`src/inc/msem_pkg.sv`:
```
// Package for the muting sequence error monitor: codes, states and timing constants
package msem_pkg;

  // ****************************************************************
  // Error codes (decimal number shown after the letter M)
  // ****************************************************************
  localparam logic [7:0] MSEM_CODE_NONE = 8'h00;
  localparam logic [7:0] MSEM_CODE_M53  = 8'h35;
  localparam logic [7:0] MSEM_CODE_M54  = 8'h36;
  localparam logic [7:0] MSEM_CODE_M55  = 8'h37;
  localparam logic [7:0] MSEM_CODE_M56  = 8'h38;
  localparam logic [7:0] MSEM_CODE_M57  = 8'h39;
  localparam logic [7:0] MSEM_CODE_M58  = 8'h3A;
  localparam logic [7:0] MSEM_CODE_M59  = 8'h3B;
  localparam logic [7:0] MSEM_CODE_M60  = 8'h3C;
  localparam logic [7:0] MSEM_CODE_M61  = 8'h3D;
  localparam logic [7:0] MSEM_CODE_M62  = 8'h3E;
  localparam logic [7:0] MSEM_CODE_M63  = 8'h3F;
  localparam logic [7:0] MSEM_CODE_M64  = 8'h40;
  localparam logic [7:0] MSEM_CODE_M65  = 8'h41;
  localparam logic [7:0] MSEM_CODE_M66  = 8'h42;
  localparam logic [7:0] MSEM_CODE_M67  = 8'h43;
  localparam logic [7:0] MSEM_CODE_M75  = 8'h4B;
  localparam logic [7:0] MSEM_CODE_M76  = 8'h4C;
  localparam logic [7:0] MSEM_CODE_M77  = 8'h4D;
  localparam logic [7:0] MSEM_CODE_M80  = 8'h50;
  localparam logic [7:0] MSEM_CODE_M81  = 8'h51;
  localparam logic [7:0] MSEM_CODE_M90  = 8'h5A;

  // ****************************************************************
  // Timing
  // ****************************************************************
  localparam longint MSEM_CLK_HZ          = 125000000;
  localparam longint MSEM_PERMIT_MAX_S    = 300;
  localparam longint MSEM_BELT_MAX_H      = 8;
  localparam longint MSEM_PERMIT_CYCLES   = MSEM_PERMIT_MAX_S * MSEM_CLK_HZ;
  localparam longint MSEM_BELT_CYCLES     = MSEM_BELT_MAX_H * 3600 * MSEM_CLK_HZ;
  localparam longint MSEM_INIT_CYCLES     = 4 * MSEM_CLK_HZ;
  localparam longint MSEM_PAIR2_CYCLES    = 4 * MSEM_CLK_HZ;
  localparam longint MSEM_MUTE_CYCLES     = 600 * MSEM_CLK_HZ;
  localparam longint MSEM_OVERRIDE_CYCLES = 60 * MSEM_CLK_HZ;
  localparam int     MSEM_TMR_W           = 48;

  typedef enum logic [2:0] {
    MSEM_IDLE,
    MSEM_START,
    MSEM_ACTIVE,
    MSEM_ENDING
  } msem_state_e;

endpackage : msem_pkg

```
`src/core/msem_monitor.sv`:
```
// Muting sequence error monitor: sequence, timing and field checks with first-error latch
`timescale 1ns/1ps
`default_nettype none

// Function
// - Error code held until next muting cycle
// - First error latched, later ones ignored
// - M53 when start time expires
// - M54 when second pair too slow
// - M55 first signal withdrawn without follow-up
// - M56 wrong linear start sequence
// - M57-M59 swapped activation order
// - M60/M61 wrong release order: M61 second release, M60 first or third
// - M62 sensor rises while ending muting
// - M63 permit held 300 s or longer
// - M64 permit dropped before muting valid
// - M66 field occupied at muting end
// - M67 field penetrated before muting active
// - M75 field change during belt stop
// - M76 sensor change during belt stop
// - M77 belt stop held 8 h
// - M80 unmuted beam cut in partial muting
// - M81 slave off cancels muting, outputs off
// - M90 override overtime, shown while held
module msem_monitor
  import msem_pkg::*;
#(
  parameter longint PERMIT_CYCLES   = MSEM_PERMIT_CYCLES,
  parameter longint BELT_CYCLES     = MSEM_BELT_CYCLES,
  parameter longint INIT_CYCLES     = MSEM_INIT_CYCLES,
  parameter longint PAIR2_CYCLES    = MSEM_PAIR2_CYCLES,
  parameter longint MUTE_CYCLES     = MSEM_MUTE_CYCLES,
  parameter longint OVERRIDE_CYCLES = MSEM_OVERRIDE_CYCLES
) (
  // Clock and reset
  input  wire logic       I_CLK,
  input  wire logic       I_RESET_N,
  // Muting sensors, index 0 is the first signal of the sequence
  input  wire logic [3:0] I_BYPASS_SENSOR,
  // Configuration
  input  wire logic       I_FOUR_SENSORS,
  input  wire logic       I_TWO_PAIRS,
  input  wire logic       I_LINEAR_SEQ,
  input  wire logic       I_PARTIAL,
  // Control inputs
  input  wire logic       I_PERMIT,
  input  wire logic       I_PERMIT_USED,
  input  wire logic       I_BELT_STOP,
  input  wire logic       I_OVERRIDE,
  input  wire logic       I_SLAVE_OFF,
  // Safety field
  input  wire logic       I_FIELD_BROKEN,
  input  wire logic       I_UNMUTED_BROKEN,
  // Outputs
  output logic [7:0]      O_ERROR_CODE,
  output logic            O_ERROR_VALID,
  output logic            O_MUTING_ACTIVE,
  output logic            O_SAFETY_SWITCH_OUTPUT
);

  initial begin
    if (PERMIT_CYCLES < 1 || BELT_CYCLES < 1 || INIT_CYCLES < 1 || PAIR2_CYCLES < 1 ||
        MUTE_CYCLES < 1 || OVERRIDE_CYCLES < 1) begin
      $error("msem_monitor: timing counts must be at least one cycle");
    end
  end

  // ****************************************************************
  // State
  // ****************************************************************
  msem_state_e            state_reg, state_next;
  logic [3:0]             sens_reg, sens_next;
  logic [3:0]             seen_reg, seen_next;
  logic                   field_reg, field_next;
  logic                   belt_reg, belt_next;
  logic [MSEM_TMR_W-1:0]  phase_tmr_reg, phase_tmr_next;
  logic [MSEM_TMR_W-1:0]  permit_tmr_reg, permit_tmr_next;
  logic [MSEM_TMR_W-1:0]  belt_tmr_reg, belt_tmr_next;
  logic [MSEM_TMR_W-1:0]  ovr_tmr_reg, ovr_tmr_next;
  logic [7:0]             code_reg, code_next;
  logic                   valid_reg, valid_next;
  logic                   ovr_err_reg, ovr_err_next;
  logic                   ssw_reg, ssw_next;

  // ****************************************************************
  // Next-state logic
  // ****************************************************************
  logic [3:0]  used;
  logic [3:0]  rise;
  logic [3:0]  fall;
  logic [3:0]  early;
  logic [2:0]  need;
  logic [7:0]  err;
  logic        err_hit;
  logic        abort;
  logic        cycle_start;

  always_comb begin
    used        = I_FOUR_SENSORS ? 4'hF : 4'h3;
    need        = I_FOUR_SENSORS ? 3'd4 : 3'd2;
    rise        = I_BYPASS_SENSOR & ~sens_reg & used;
    fall        = ~I_BYPASS_SENSOR & sens_reg & used;
    early       = rise & ~(seen_reg << 1) & ~seen_reg;
    state_next  = state_reg;
    seen_next   = seen_reg;
    sens_next   = I_BYPASS_SENSOR & used;
    field_next  = I_FIELD_BROKEN;
    belt_next   = I_BELT_STOP;
    err         = MSEM_CODE_NONE;
    err_hit     = 1'b0;
    abort       = 1'b0;
    cycle_start = 1'b0;
    phase_tmr_next  = (state_reg == MSEM_IDLE) ? '0 : phase_tmr_reg + 1'b1;
    permit_tmr_next = I_PERMIT ? permit_tmr_reg + 1'b1 : '0;
    belt_tmr_next   = I_BELT_STOP ? belt_tmr_reg + 1'b1 : '0;
    ovr_tmr_next    = I_OVERRIDE ? ovr_tmr_reg + 1'b1 : '0;

    case (state_reg)
      MSEM_IDLE: begin
        if (rise[0]) begin
          state_next  = MSEM_START;
          // A second signal rising in the same cycle counts as already seen
          seen_next   = rise;
          cycle_start = 1'b1;
        end else if (rise[1] && !I_LINEAR_SEQ) begin
          err = MSEM_CODE_M57; err_hit = 1'b1; cycle_start = 1'b1;
        end else if (|rise && I_LINEAR_SEQ) begin
          err = MSEM_CODE_M56; err_hit = 1'b1; cycle_start = 1'b1;
        end
      end
      MSEM_START: begin
        if (I_FIELD_BROKEN) begin
          err = MSEM_CODE_M67; err_hit = 1'b1;
        end else if (seen_reg == 4'h1 && fall[0] && !(|rise[3:1])) begin
          err = MSEM_CODE_M55; err_hit = 1'b1;
        end else if (|early) begin
          // A signal arrived ahead of its predecessor; the early signal names the swapped pair
          if (I_LINEAR_SEQ) begin
            err = MSEM_CODE_M56;
          end else if (early[1]) begin
            err = MSEM_CODE_M57;
          end else if (early[2]) begin
            err = MSEM_CODE_M58;
          end else begin
            err = MSEM_CODE_M59;
          end
          err_hit = 1'b1;
        end else if (I_PERMIT_USED && sens_reg != 4'h0 && !I_PERMIT) begin
          err = MSEM_CODE_M64; err_hit = 1'b1;
        end else if (I_TWO_PAIRS && seen_reg[1] && !seen_reg[2] && phase_tmr_reg >= PAIR2_CYCLES) begin
          err = MSEM_CODE_M54; err_hit = 1'b1;
        end else if (phase_tmr_reg >= INIT_CYCLES) begin
          err = MSEM_CODE_M53; err_hit = 1'b1;
        end else begin
          seen_next = seen_reg | rise;
          if (((seen_reg | rise) & used) == used && (!I_PERMIT_USED || I_PERMIT)) begin
            state_next     = MSEM_ACTIVE;
            seen_next      = 4'h0;
            phase_tmr_next = '0;
          end
        end
      end
      MSEM_ACTIVE: begin
        if (I_PARTIAL && I_UNMUTED_BROKEN) begin
          err = MSEM_CODE_M80; err_hit = 1'b1;
        end else if (phase_tmr_reg >= MUTE_CYCLES) begin
          err = MSEM_CODE_M65; err_hit = 1'b1;
        end else if (|fall) begin
          // Releases must follow the activation order, first signal first
          if (fall != 4'h1 && !fall[0]) begin
            err = MSEM_CODE_M60; err_hit = 1'b1;
          end else begin
            state_next = MSEM_ENDING;
            seen_next  = fall;
          end
        end
      end
      MSEM_ENDING: begin
        if (|rise) begin
          err = MSEM_CODE_M62; err_hit = 1'b1;
        end else if (|(fall & ~(seen_reg << 1) & ~seen_reg)) begin
          err = seen_reg == 4'h1 ? MSEM_CODE_M61 : MSEM_CODE_M60;
          err_hit = 1'b1;
        end else begin
          seen_next = seen_reg | fall;
          if ((sens_reg & ~fall) == 4'h0 && need != 3'd0) begin
            if (I_FIELD_BROKEN) begin
              err = MSEM_CODE_M66; err_hit = 1'b1;
            end else begin
              state_next = MSEM_IDLE;
            end
          end
        end
      end
      default: begin
        state_next = MSEM_IDLE;
      end
    endcase

    // Checks that apply regardless of the sequence phase
    if (I_SLAVE_OFF) begin
      err = MSEM_CODE_M81; err_hit = 1'b1;
    end else if (belt_reg && I_FIELD_BROKEN != field_reg) begin
      err = MSEM_CODE_M75; err_hit = 1'b1;
    end else if (belt_reg && (I_BYPASS_SENSOR & used) != sens_reg) begin
      err = MSEM_CODE_M76; err_hit = 1'b1;
    end else if (belt_tmr_reg >= BELT_CYCLES) begin
      err = MSEM_CODE_M77; err_hit = 1'b1;
    end else if (permit_tmr_reg >= PERMIT_CYCLES) begin
      err = MSEM_CODE_M63; err_hit = 1'b1;
    end
    if (belt_reg && !err_hit) begin
      state_next     = state_reg;
      phase_tmr_next = phase_tmr_reg;
    end
    if (err_hit) begin
      abort = 1'b1;
      state_next     = MSEM_IDLE;
      seen_next      = 4'h0;
      phase_tmr_next = '0;
    end

    // Code latch: a new cycle clears, the first error sticks
    code_next  = code_reg;
    valid_next = valid_reg;
    if (cycle_start && !err_hit) begin
      code_next  = MSEM_CODE_NONE;
      valid_next = 1'b0;
    end
    if (err_hit && (!valid_reg || cycle_start)) begin
      code_next  = err;
      valid_next = 1'b1;
    end

    // Override error shown only while the request is held
    ovr_err_next = I_OVERRIDE && (ovr_tmr_reg >= OVERRIDE_CYCLES);
    if (ovr_tmr_reg == {MSEM_TMR_W{1'b1}}) begin
      ovr_tmr_next = ovr_tmr_reg;
    end
    if (belt_tmr_reg == {MSEM_TMR_W{1'b1}}) begin
      belt_tmr_next = belt_tmr_reg;
    end
    if (permit_tmr_reg == {MSEM_TMR_W{1'b1}}) begin
      permit_tmr_next = permit_tmr_reg;
    end

    ssw_next = !I_SLAVE_OFF && !abort && (!I_FIELD_BROKEN || state_next == MSEM_ACTIVE);
  end

  // ****************************************************************
  // Registers
  // ****************************************************************
  always_ff @(posedge I_CLK or negedge I_RESET_N) begin
    if (!I_RESET_N) begin
      state_reg      <= MSEM_IDLE;
      sens_reg       <= 4'h0;
      seen_reg       <= 4'h0;
      field_reg      <= 1'b0;
      belt_reg       <= 1'b0;
      phase_tmr_reg  <= '0;
      permit_tmr_reg <= '0;
      belt_tmr_reg   <= '0;
      ovr_tmr_reg    <= '0;
      code_reg       <= MSEM_CODE_NONE;
      valid_reg      <= 1'b0;
      ovr_err_reg    <= 1'b0;
      ssw_reg        <= 1'b0;
    end else begin
      state_reg      <= state_next;
      sens_reg       <= sens_next;
      seen_reg       <= seen_next;
      field_reg      <= field_next;
      belt_reg       <= belt_next;
      phase_tmr_reg  <= phase_tmr_next;
      permit_tmr_reg <= permit_tmr_next;
      belt_tmr_reg   <= belt_tmr_next;
      ovr_tmr_reg    <= ovr_tmr_next;
      code_reg       <= code_next;
      valid_reg      <= valid_next;
      ovr_err_reg    <= ovr_err_next;
      ssw_reg        <= ssw_next;
    end
  end

  // Override overtime takes the display while held, without disturbing the latch
  assign O_ERROR_CODE           = ovr_err_reg ? MSEM_CODE_M90 : code_reg;
  assign O_ERROR_VALID          = ovr_err_reg | valid_reg;
  assign O_MUTING_ACTIVE        = (state_reg == MSEM_ACTIVE);
  assign O_SAFETY_SWITCH_OUTPUT = ssw_reg;

endmodule : msem_monitor

`default_nettype wire

```
`config.mk`:
```
export PLATFORM = sky130hd
export DESIGN_NAME = msem_monitor
export DESIGN_NICKNAME = d
export VERILOG_FILES = /design/src/inc/msem_pkg.sv /design/src/core/msem_monitor.sv
export SDC_FILE = /design/constraint.sdc
export NUM_CORES = 1
export LEC_CHECK = 0
export BUFFER_PORTS_ARGS = -buffer_cell sky130_fd_sc_hd__buf_2
export CORE_ASPECT_RATIO = 0.7
export CORE_MARGIN = 2
export CORE_UTILIZATION = 45
export DETAILED_ROUTE_END_ITERATION = 12
export PLACE_DENSITY_LB_ADDON = 0.05
export SYNTH_ARGS = -nofsm -noshare
export SYNTH_HDL_FRONTEND = slang
export SYNTH_SLANG_ARGS = --single-unit
```
`constraint.sdc`:
```
create_clock -name I_CLK -period 5.35 [get_ports I_CLK]
set_clock_uncertainty 0.2 [all_clocks]
set_input_delay 0.2675 -clock I_CLK [delete_from_list [all_inputs] [get_ports I_CLK]]
set_output_delay 0.2675 -clock I_CLK [all_outputs]
set_load 0.03 [all_outputs]
```
==> results.toml, run 1 <==
[cts]
ctsRootBufferMaster = "clkbuf_16"
tritoncts = "done"
cts.path.max_buffers = 3
cts_buffers = 25
path_clk_slew_ns = 0.07
clk_latency_ns = 0.53
clock-sinks = 215
htreeDepth = 1

[pwr]
p_switching_w = 0.000865
p_seq_share_pct = 47.1
powerDensity_mw_per_mm2 = 256
p_sw_share_pct = 24.6
p_int_w = 0.00265
p_leak_nw = 5.50
combPwrFrac_pct = 5.5
vdd_drop_max_mv = 0.169
clockPowerShare_pct = 47.4

[sta]
max-slew-margin-rel_pct = 25.5
tightest_slew_ns = 1.10
setup_violations = 0
period_needed_ns = 3.67
maxSlewViolCount = 0
final_hold_viol_count = 0
finalSetupTns_ns = 0
fmax_ghz = 0.272
period_share_pct = 68.7
fin_ws_ns = 1.68
rsz0062_at_grt = "no"

[critical_path]
reg2reg_to = "phase_tmr_reg[39]$_DFFE_PN0P_"
crit_arrival_ns = 3.92
rrSetupSlack_ns = 1.68
cp_common_cell = "nor4_1"
crit_required_ns = 5.60
endpoint_kind = "register"
reg2reg_from = "phase_tmr_reg[45]$_DFFE_PN0P_"
r2r_cells = 8
path_max_fanout = 38
worstSetupStartpointType = "register"
cp_cell_sequence = "nor4_1 > nand3_1 > nor4_1 > a41oi_1 > nor2_1 > and3_1 > nand2_2 > a21oi_1"
criticalPathCategory = "register to register"
path_buf_inv = 0
cpPeakStageDelay_ns = 0.57
crit_slowest_cell = "nor4_1"
crit_family = "simple AND/OR/NAND/NOR gates"

[drt]
ant_nets = 0
dr.pass1.iters = 8
wl_mm = 31.0
drt_iter0_markers = 887
via_count = 10400
wl_per_cell_um = 16.9
drcViolationCount = 0
via_per_inst = 5.70

[layout]
layout.nets = 1482
syn_to_final_growth_pct = 10.9
antenna_cells = 0
final_layout_size_suffix_gt1_share_pct = 6.82

[placement]
routabilityCongestion = 0.890
portBuffers = 26
hpwlAfterDp_mm = 21.1
dp_slack_ns = 1.65

[floorplan]
die_area_mm2 = 0.0289
die_w_um = 202
io_pins = 28
start_util_pct = 46.0
core-area_mm2 = 0.0269
die-height_um = 143
rows = 50

[logic_synthesis]
syn_area_mm2 = 0.0124
synth_edf_count = 0
synthFlopType = "dfrtp_1"
yosys_warnings = 0
yosysSeqAreaShare_pct = 43.4
synth.distinct_cells = 69
ys_seq_elements = 215
async_flop_share_pct = 100
avgSynthCellArea_um2 = 8.67
synthesis.nets = 1460
synthCells = 1428

[hold_path]
hp-start = "I_FOUR_SENSORS"
hold_depth = 4
min_delay_worst_endpoint = "seen_reg[3]$_DFFE_PN0P_"
worstHoldPathType = "primary input to register"

[status]
status = "completed"

[grt]
grt_pass1_vias = 9827
antenna_found_initial = 0
grt_max_degree = 110
grt_usage_pct = 21.9
grt_pass1_wl_mm = 52.3
grt-ovfl-total = 0

[run]
cap_viol_max_count = 0
## cells in the mapped netlist, types with 41 or more instances
cell      count  share of area [%]
nand4_1      55                2.8
xnor2_1      64                4.5
dfrtp_1     215                 43
xor2_1       77                5.4
a21oi_1      50                2.0
o21ai_0      91                3.7
inv_1        49                1.5
nor3_1       41                1.7
nand3_1     103                4.2
nand2_1     126                3.8
nor2_1      185                5.6
clkbuf_1     45                1.4
## repair_timing
action | CTS | global route
resized for setup | 0 | 0
endpoints found under the hold margin | 134 | 0
hold buffers | 12 | 0
setup buffers | 0 | 0
## cell type report
cell class | count | area [µm²]
Fill cell | 2537 | 13200
Multi-Input combinational cell | 1112 | 6600
Sequential cell | 215 | 5380
Clock buffer | 32 | 682
Tap cell | 364 | 455
Timing Repair Buffer | 47 | 340
Inverter | 49 | 184
Clock inverter | 12 | 101
## cells by family (layout without fill, tap and decap cells)
family	count (synthesis)	count (layout)	synth area share, %
simple gates	712	712	29.1
compound gates	242	242	12.5
flops	215	215	43.4
xor+xnor	141	141	9.97
buf+inv	101	140	3.34
fa+ha+maj	15	15	1.52
other cells	1	1	0.0303
mux	1	1	0.0808
## layer usage
layer,vias to the layer above,part of all wire [%],track usage (%)
met3,37,5.4,3.58
met5,-,0,0
li1,5138,-,-
met2,265,40,30.7
met4,0,1.7,4.07
met1,4997,53,35.1
## worst min-delay path: cells and delay by family
kind,cells,cell delay (ns)
AND/OR/NAND/NOR,2,0.14
AO/OA/AOI/OAI,1,0.17
buffers and inverters,1,0.20
## layout by cell type (no fill, tap or decap), types with 5 or more instances in the layout
| cell | instances |
|---|---|
| and2_1 | 24 |
| dlygate4sd3_1 | 12 |
| a32o_1 | 5 |
| buf_4 | 8 |
| o31ai_1 | 12 |
| clkbuf_16 | 25 |
| or2_2 | 12 |
| nor2b_1 | 16 |
| a21oi_1 | 50 |
| and3_1 | 36 |
| nand2_1 | 126 |
| clkinv_2 | 5 |
| buf_2 | 25 |
| xnor2_1 | 64 |
| nor4b_1 | 6 |
| nor3_1 | 41 |
| nand4_1 | 55 |
| ha_1 | 15 |
| dfrtp_1 | 215 |
| clkinvlp_4 | 5 |
| nand2b_1 | 7 |
| nor2_1 | 183 |
| or4_1 | 14 |
| nand3_1 | 103 |
| o41ai_1 | 8 |
| a211oi_1 | 6 |
| and4_1 | 19 |
| xor2_1 | 77 |
| a31oi_1 | 10 |
| inv_1 | 49 |
| o211ai_1 | 8 |
| o21ai_0 | 91 |
| nor4_1 | 27 |
| or3_1 | 24 |
## stage by stage
step	util [%]	instance area [µm²]	std cells	total power (W)	hold slack, ns
detailed placement	47.7	12800	1775	0.00187	0.172
finish	51.1	13700	1831	0.00351	0.0706
global route	51.1	13700	1831	0.00366	0.109
global placement	47.7	12800	1775	0.00187	0.174
CTS	51.1	13700	1831	0.00356	0.0382
floorplan	-	12400	1428	0.00178	-0.228
## power by group through the flow
stage               Combinational (W)  Clock (W)  Sequential (W)
floorplan                    0.000106          0         0.00168
global placement             0.000189          0         0.00168
detailed placement           0.000188          0         0.00168
CTS                          0.000196    0.00171         0.00165
global route                 0.000216    0.00179         0.00165
finish                       0.000192    0.00167         0.00165
## how the worst max path moves through the flow
stage / endpoint / slack (ns) / startpoint / cells after the start
2_1_floorplan: code_reg[3]$_DFFE_PN0P_ / 2.48 / belt_tmr_reg[30]$_DFFE_PN0P_ / 9
3_3_place_gp: phase_tmr_reg[39]$_DFFE_PN0P_ / 1.73 / belt_tmr_reg[30]$_DFFE_PN0P_ / 8
3_5_place_dp: phase_tmr_reg[3]$_DFFE_PN0P_ / 1.65 / belt_tmr_reg[30]$_DFFE_PN0P_ / 8
4_1_cts: phase_tmr_reg[3]$_DFFE_PN0P_ / 1.67 / belt_tmr_reg[30]$_DFFE_PN0P_ / 8
5_1_grt: phase_tmr_reg[3]$_DFFE_PN0P_ / 1.35 / belt_tmr_reg[30]$_DFFE_PN0P_ / 8
6_report: phase_tmr_reg[39]$_DFFE_PN0P_ / 1.68 / phase_tmr_reg[45]$_DFFE_PN0P_ / 8
(Power assumes the default switching activity.)
==> run 2, diff against run 1 <==
==> constraint.sdc (replaced) <==
create_clock -name I_CLK -period 3.2 [get_ports I_CLK]
set_clock_uncertainty 0.2 [all_clocks]
set_input_delay 0.16 -clock I_CLK [delete_from_list [all_inputs] [get_ports I_CLK]]
set_output_delay 0.16 -clock I_CLK [all_outputs]
set_load 0.03 [all_outputs]
==> run 2 against run 1 <==
Global-route usage grew 1.0 points. Power grew 71%. Via count grew 2.1%. Cell count grew 2.7%. Final area grew 3.6%. Critical path type unchanged. Non-clock buffer count grew 49. Setup slack lost 1.5 ns. First-iteration DRC count shrank 18%. Critical path depth grew 1. Largest power group unchanged. Highest routed layer unchanged. Flip-flop and latch count is the same.
==> results.toml, run 2 (synthesis results as in run 1) <==
[layout]
syn_to_final_growth_pct = 15.0
layout.nets = 1530
final_layout_size_suffix_gt1_share_pct = 9.76
final_core_util_pct = 52.9
antenna_cells = 0
final_cell_mix = "215 x dfrtp_1, 183 x nor2_1, 126 x nand2_1"
fin_area_mm2 = 0.0142
layout_commonest_cell = "dfrtp_1"

[drt]
dr.pass1.iters = 7
via_per_inst = 5.67
wl_per_cell_um = 17.1
ant_nets = 0
drt_iter0_markers = 731
via_count = 10700
wl_mm = 32.1
drcViolationCount = 0

[critical_path]
path_max_fanout = 8
worstSetupStartpointType = "register"
reg2reg_from = "sens_reg[2]$_DFF_PN0_"
crit_arrival_ns = 3.28
crit_required_ns = 3.45
crit_start = "sens_reg[2]$_DFF_PN0_"
criticalPathCategory = "register to register"
endpoint_kind = "register"

[floorplan]
start_util_pct = 46.0
core-area_mm2 = 0.0269
die_w_um = 202
rows = 50
die_area_mm2 = 0.0289
die-height_um = 143
io_pins = 28

[cts]
htreeDepth = 1
clock-sinks = 215
cts_buffers = 24
tritoncts = "done"
ctsRootBufferMaster = "clkbuf_16"
path_clk_slew_ns = 0.06
cts.path.max_buffers = 3
clk_latency_ns = 0.53

[hold_path]
hp-start = "I_PARTIAL"
worstHoldPathType = "primary input to register"

[sta]
maxSlewViolCount = 0
period_share_pct = 94.5
max-slew-margin-rel_pct = 42.1
tightest_slew_ns = 0.857
finalSetupTns_ns = 0
final_hold_viol_count = 0
fmax_ghz = 0.331
period_needed_ns = 3.02
rsz0062_at_grt = "no"
setup_violations = 0

[pwr]
powerDensity_mw_per_mm2 = 421
vdd_drop_max_mv = 0.313
total_power_w = 0.00599
p_leak_nw = 5.79

[grt]
grt_usage_pct = 22.9
grt_pass1_vias = 10200
grt-ovfl-total = 0
grt_max_degree = 68
grt_pass1_wl_mm = 54.3
antenna_found_initial = 0

[placement]
routabilityCongestion = 0.929
dpl-instance-area_mm2 = 0.0132
portBuffers = 26
hpwlAfterDp_mm = 22.3

[status]
status = "completed"

[run]
cap_viol_max_count = 0
-- run 2: cell type report --
class,instances,area [µm²]
Fill cell,2522,12700
Multi-Input combinational cell,1112,6620
Sequential cell,215,5380
Timing Repair Buffer,96,773
Clock buffer,38,734
Tap cell,364,455
Inverter,49,184
Clock inverter,6,88.8
-- run 2: stage by stage --
step / hold slack (ns) / instances / setup WS (ns)
2_1_floorplan: -0.336 / 1428 / 0.331
3_3_place_gp: -0.0413 / 1820 / 0.132
3_5_place_dp: -0.0415 / 1820 / 0.132
4_1_cts: 0.0162 / 1880 / 0.114
5_1_grt: 0.0837 / 1880 / 0.00968
6_report: 0.0578 / 1880 / 0.177
-- run 2: layer usage --
layer	track usage (%)	routed length, µm	part of all wire, %	vias to the layer above
met2	32.7	13000	41	278
li1	-	-	-	5259
met4	4.42	498	1.6	0
met1	36.1	16700	52	5077
met5	0	0	0	-
met3	4.06	1810	5.6	38
-- run 2: final timing paths --
| path | slack, ns | to | depth (start not counted) |
|---|---|---|---|
| max in group asynchronous | 1.84 | ovr_tmr_reg[47]$_DFFE_PN0P_ | 4 |
| max reg2reg | 0.18 | phase_tmr_reg[47]$_DFFE_PN0P_ | 9 |
| min | 0.06 | code_reg[4]$_DFFE_PN0P_ | 5 |
| max | 0.18 | phase_tmr_reg[47]$_DFFE_PN0P_ | 9 |
| min reg2reg | 0.28 | belt_tmr_reg[11]$_DFFE_PN0P_ | 1 |
| min in group asynchronous | 0.37 | permit_tmr_reg[26]$_DFFE_PN0P_ | 3 |
-- run 2: power breakdown --
group	total (W)	leakage [nW]	internal, W	switching (W)
logic	0.000344	2.68	0.000111	0.000234
registers	0.00276	2.72	0.00274	0.0000213
clock network	0.00289	0.396	0.00174	0.00115
-- run 2: timing repair --
| action | CTS | global route |
|---|---|---|
| setup endpoints to repair | 0 | 43 |
| setup buffers | 0 | 0 |
| endpoints found under the hold margin | 268 | 0 |
| resized for setup | 0 | 6 |
| hold buffers | 16 | 0 |
-- run 2: critical path, stage by stage (launching register included) --
cell and delay, ns:
dfrtp_1 0.44, nor2b_1 0.31, nor4b_1 0.49, nor3_1 0.15
nand4_1 0.15, o21bai_1 0.07, buf_4 0.15, nand2b_1 0.28
or4_1 0.54, a21oi_1 0.16
==> run 3, diff against run 2 <==
--- a/config.mk
+++ b/config.mk
@@ -8,7 +8,7 @@
 export BUFFER_PORTS_ARGS = -buffer_cell sky130_fd_sc_hd__buf_2
 export CORE_ASPECT_RATIO = 0.7
 export CORE_MARGIN = 2
-export CORE_UTILIZATION = 45
+export CORE_UTILIZATION = 55
 export DETAILED_ROUTE_END_ITERATION = 12
 export PLACE_DENSITY_LB_ADDON = 0.05
 export SYNTH_ARGS = -nofsm -noshare
==> run 3 against run 2 <==
Flip-flop and latch count did not move. Critical path depth up 2. Critical endpoint is now code_reg[0]$_DFFE_PN0P_. Via count up 2.2%. Power down 5.3%. Setup slack got worse by 0.058 ns. Hold slack lost 0.049 ns. Die area fell by 18%. Combinational power about the same. Cell count is 4.3% lower. Critical path type unchanged.
==> results.toml, run 3 (synthesis results as in run 1) <==
[sta]
setup_violations = 0
period_share_pct = 96.3
finalSetupTns_ns = 0
max-slew-margin-rel_pct = 50.2
fmax_ghz = 0.325
fin_ws_ns = 0.119
final_hold_viol_count = 0
period_needed_ns = 3.08
tightest_slew_ns = 0.737
rsz0062_at_grt = "no"
maxSlewViolCount = 0

[hold_path]
worstHoldPathType = "primary input to asynchronous set/reset pin"

[cts]
tritoncts = "done"
cts.path.max_buffers = 3
htreeDepth = 1
path_clk_slew_ns = 0.06
clk_latency_ns = 0.52
cts_setup_buffers = 0
cts_buffers = 22
clock-sinks = 215
ctsRootBufferMaster = "clkbuf_16"

[layout]
final_cell_mix = "215 x dfrtp_1, 183 x nor2_1, 126 x nand2_1"
layout.nets = 1536
layout_commonest_cell = "dfrtp_1"
final_layout_size_suffix_gt1_share_pct = 10.5
fin_area_mm2 = 0.0141
instances_no_fill = 1799
antenna_cells = 0
syn_to_final_growth_pct = 13.6

[drt]
wl_per_cell_um = 17.3
ant_nets = 0
drcViolationCount = 0
wl_mm = 31.2
via_per_inst = 6.05
dr.pass1.iters = 5
via_count = 10900
drt_iter0_markers = 1007

[grt]
grt-ovfl-total = 0
grt_usage_pct = 26.9
grt_pass1_vias = 10100
antenna_found_initial = 0
grt_pass1_wl_mm = 52.1
grt_max_degree = 75

[critical_path]
crit_arrival_ns = 3.27
path_max_fanout = 7
endpoint_kind = "register"
cp_cell_sequence = "inv_1 > ha_1 > nor3_1 > a22o_1 > a31oi_1 > a211oi_1 > nor4b_2 > and3_2 > buf_4 > o21a_2 > a22o_1"
criticalPathCategory = "register to register"
worstSetupStartpointType = "register"
crit_slowest_cell = "dfrtp_1"
cp_common_cell = "a22o_1"
cpPeakStageDelay_ns = 0.46
crit_required_ns = 3.39

[floorplan]
rows = 45
core-area_mm2 = 0.0219
die_w_um = 183
start_util_pct = 56.5
die-height_um = 130
die_area_mm2 = 0.0238
io_pins = 28

[run]
cap_viol_max_count = 0

[pwr]
vdd_drop_max_mv = 0.418
total_power_w = 0.00567
powerDensity_mw_per_mm2 = 403
p_leak_nw = 5.80

[placement]
dp_slack_ns = 0.171
portBuffers = 26
dpl-instance-area_mm2 = 0.0132
hpwlAfterDp_mm = 21.9
dpl.cell_count = 1749
routabilityCongestion = 0.969

[status]
status = "completed"
-- run 3: per-stage QoR --
step	hold slack, ns	util (%)
5_1_grt	0.0612	64.2
3_5_place_dp	-0.0234	60.2
3_3_place_gp	-0.0200	60.2
2_1_floorplan	-0.336	-
6_report	0.00848	64.2
4_1_cts	0.0187	64.0
-- run 3: worst max-delay path, delay by kind of cell, from the launching register on --
kind,cells,cell delay [ns]
compound gates,5,1.14
simple gates,3,0.65
flops,1,0.46
fa+ha+maj,1,0.28
buf+inv,2,0.23
-- run 3: per-layer routing --
metal	routed length (µm)	up-vias	GRT usage, %
met1	16000	5265	43.5
met3	2130	34	4.13
met2	12600	343	37.8
li1	-	5247	-
met5	0	-	0
met4	467	0	5.27
-- run 3: power breakdown --
group          leakage, nW  switching [W]  internal, W
combinational         2.72       0.000233     0.000110
sequential            2.72      0.0000204      0.00274
clock                0.357        0.00107      0.00150
-- run 3: cell type report --
type | count | area, µm²
flip-flops and latches | 215 | 5380
clock inverters | 6 | 55.1
repair buffers | 104 | 796
inverters | 49 | 184
clock buffers | 31 | 656
multi-input cells | 1112 | 6650
fillers | 1890 | 7830
well taps | 282 | 353
-- run 3: final timing paths --
check	from	to	slack, ns	cells after the start
worst min-delay path	I_RESET_N	phase_tmr_reg[25]$_DFFE_PN0P_	0.008	2
min in group I_CLK	I_LINEAR_SEQ	valid_reg$_DFFE_PN0P_	0.08	6
worst min register to register	code_reg[5]$_DFFE_PN0P_	code_reg[5]$_DFFE_PN0P_	0.29	1
worst max-delay path	sens_reg[0]$_DFF_PN0_	code_reg[0]$_DFFE_PN0P_	0.12	11
max in group asynchronous	I_RESET_N	ovr_tmr_reg[17]$_DFFE_PN0P_	2.01	3
worst max register to register	sens_reg[0]$_DFF_PN0_	code_reg[0]$_DFFE_PN0P_	0.12	11
-- run 3: what timing repair did --
item / CTS / global route
setup endpoints to repair: 0 / 47
hold buffers: 13 / 0
endpoints found under the hold margin: 254 / 0
resized for setup: 0 / 10
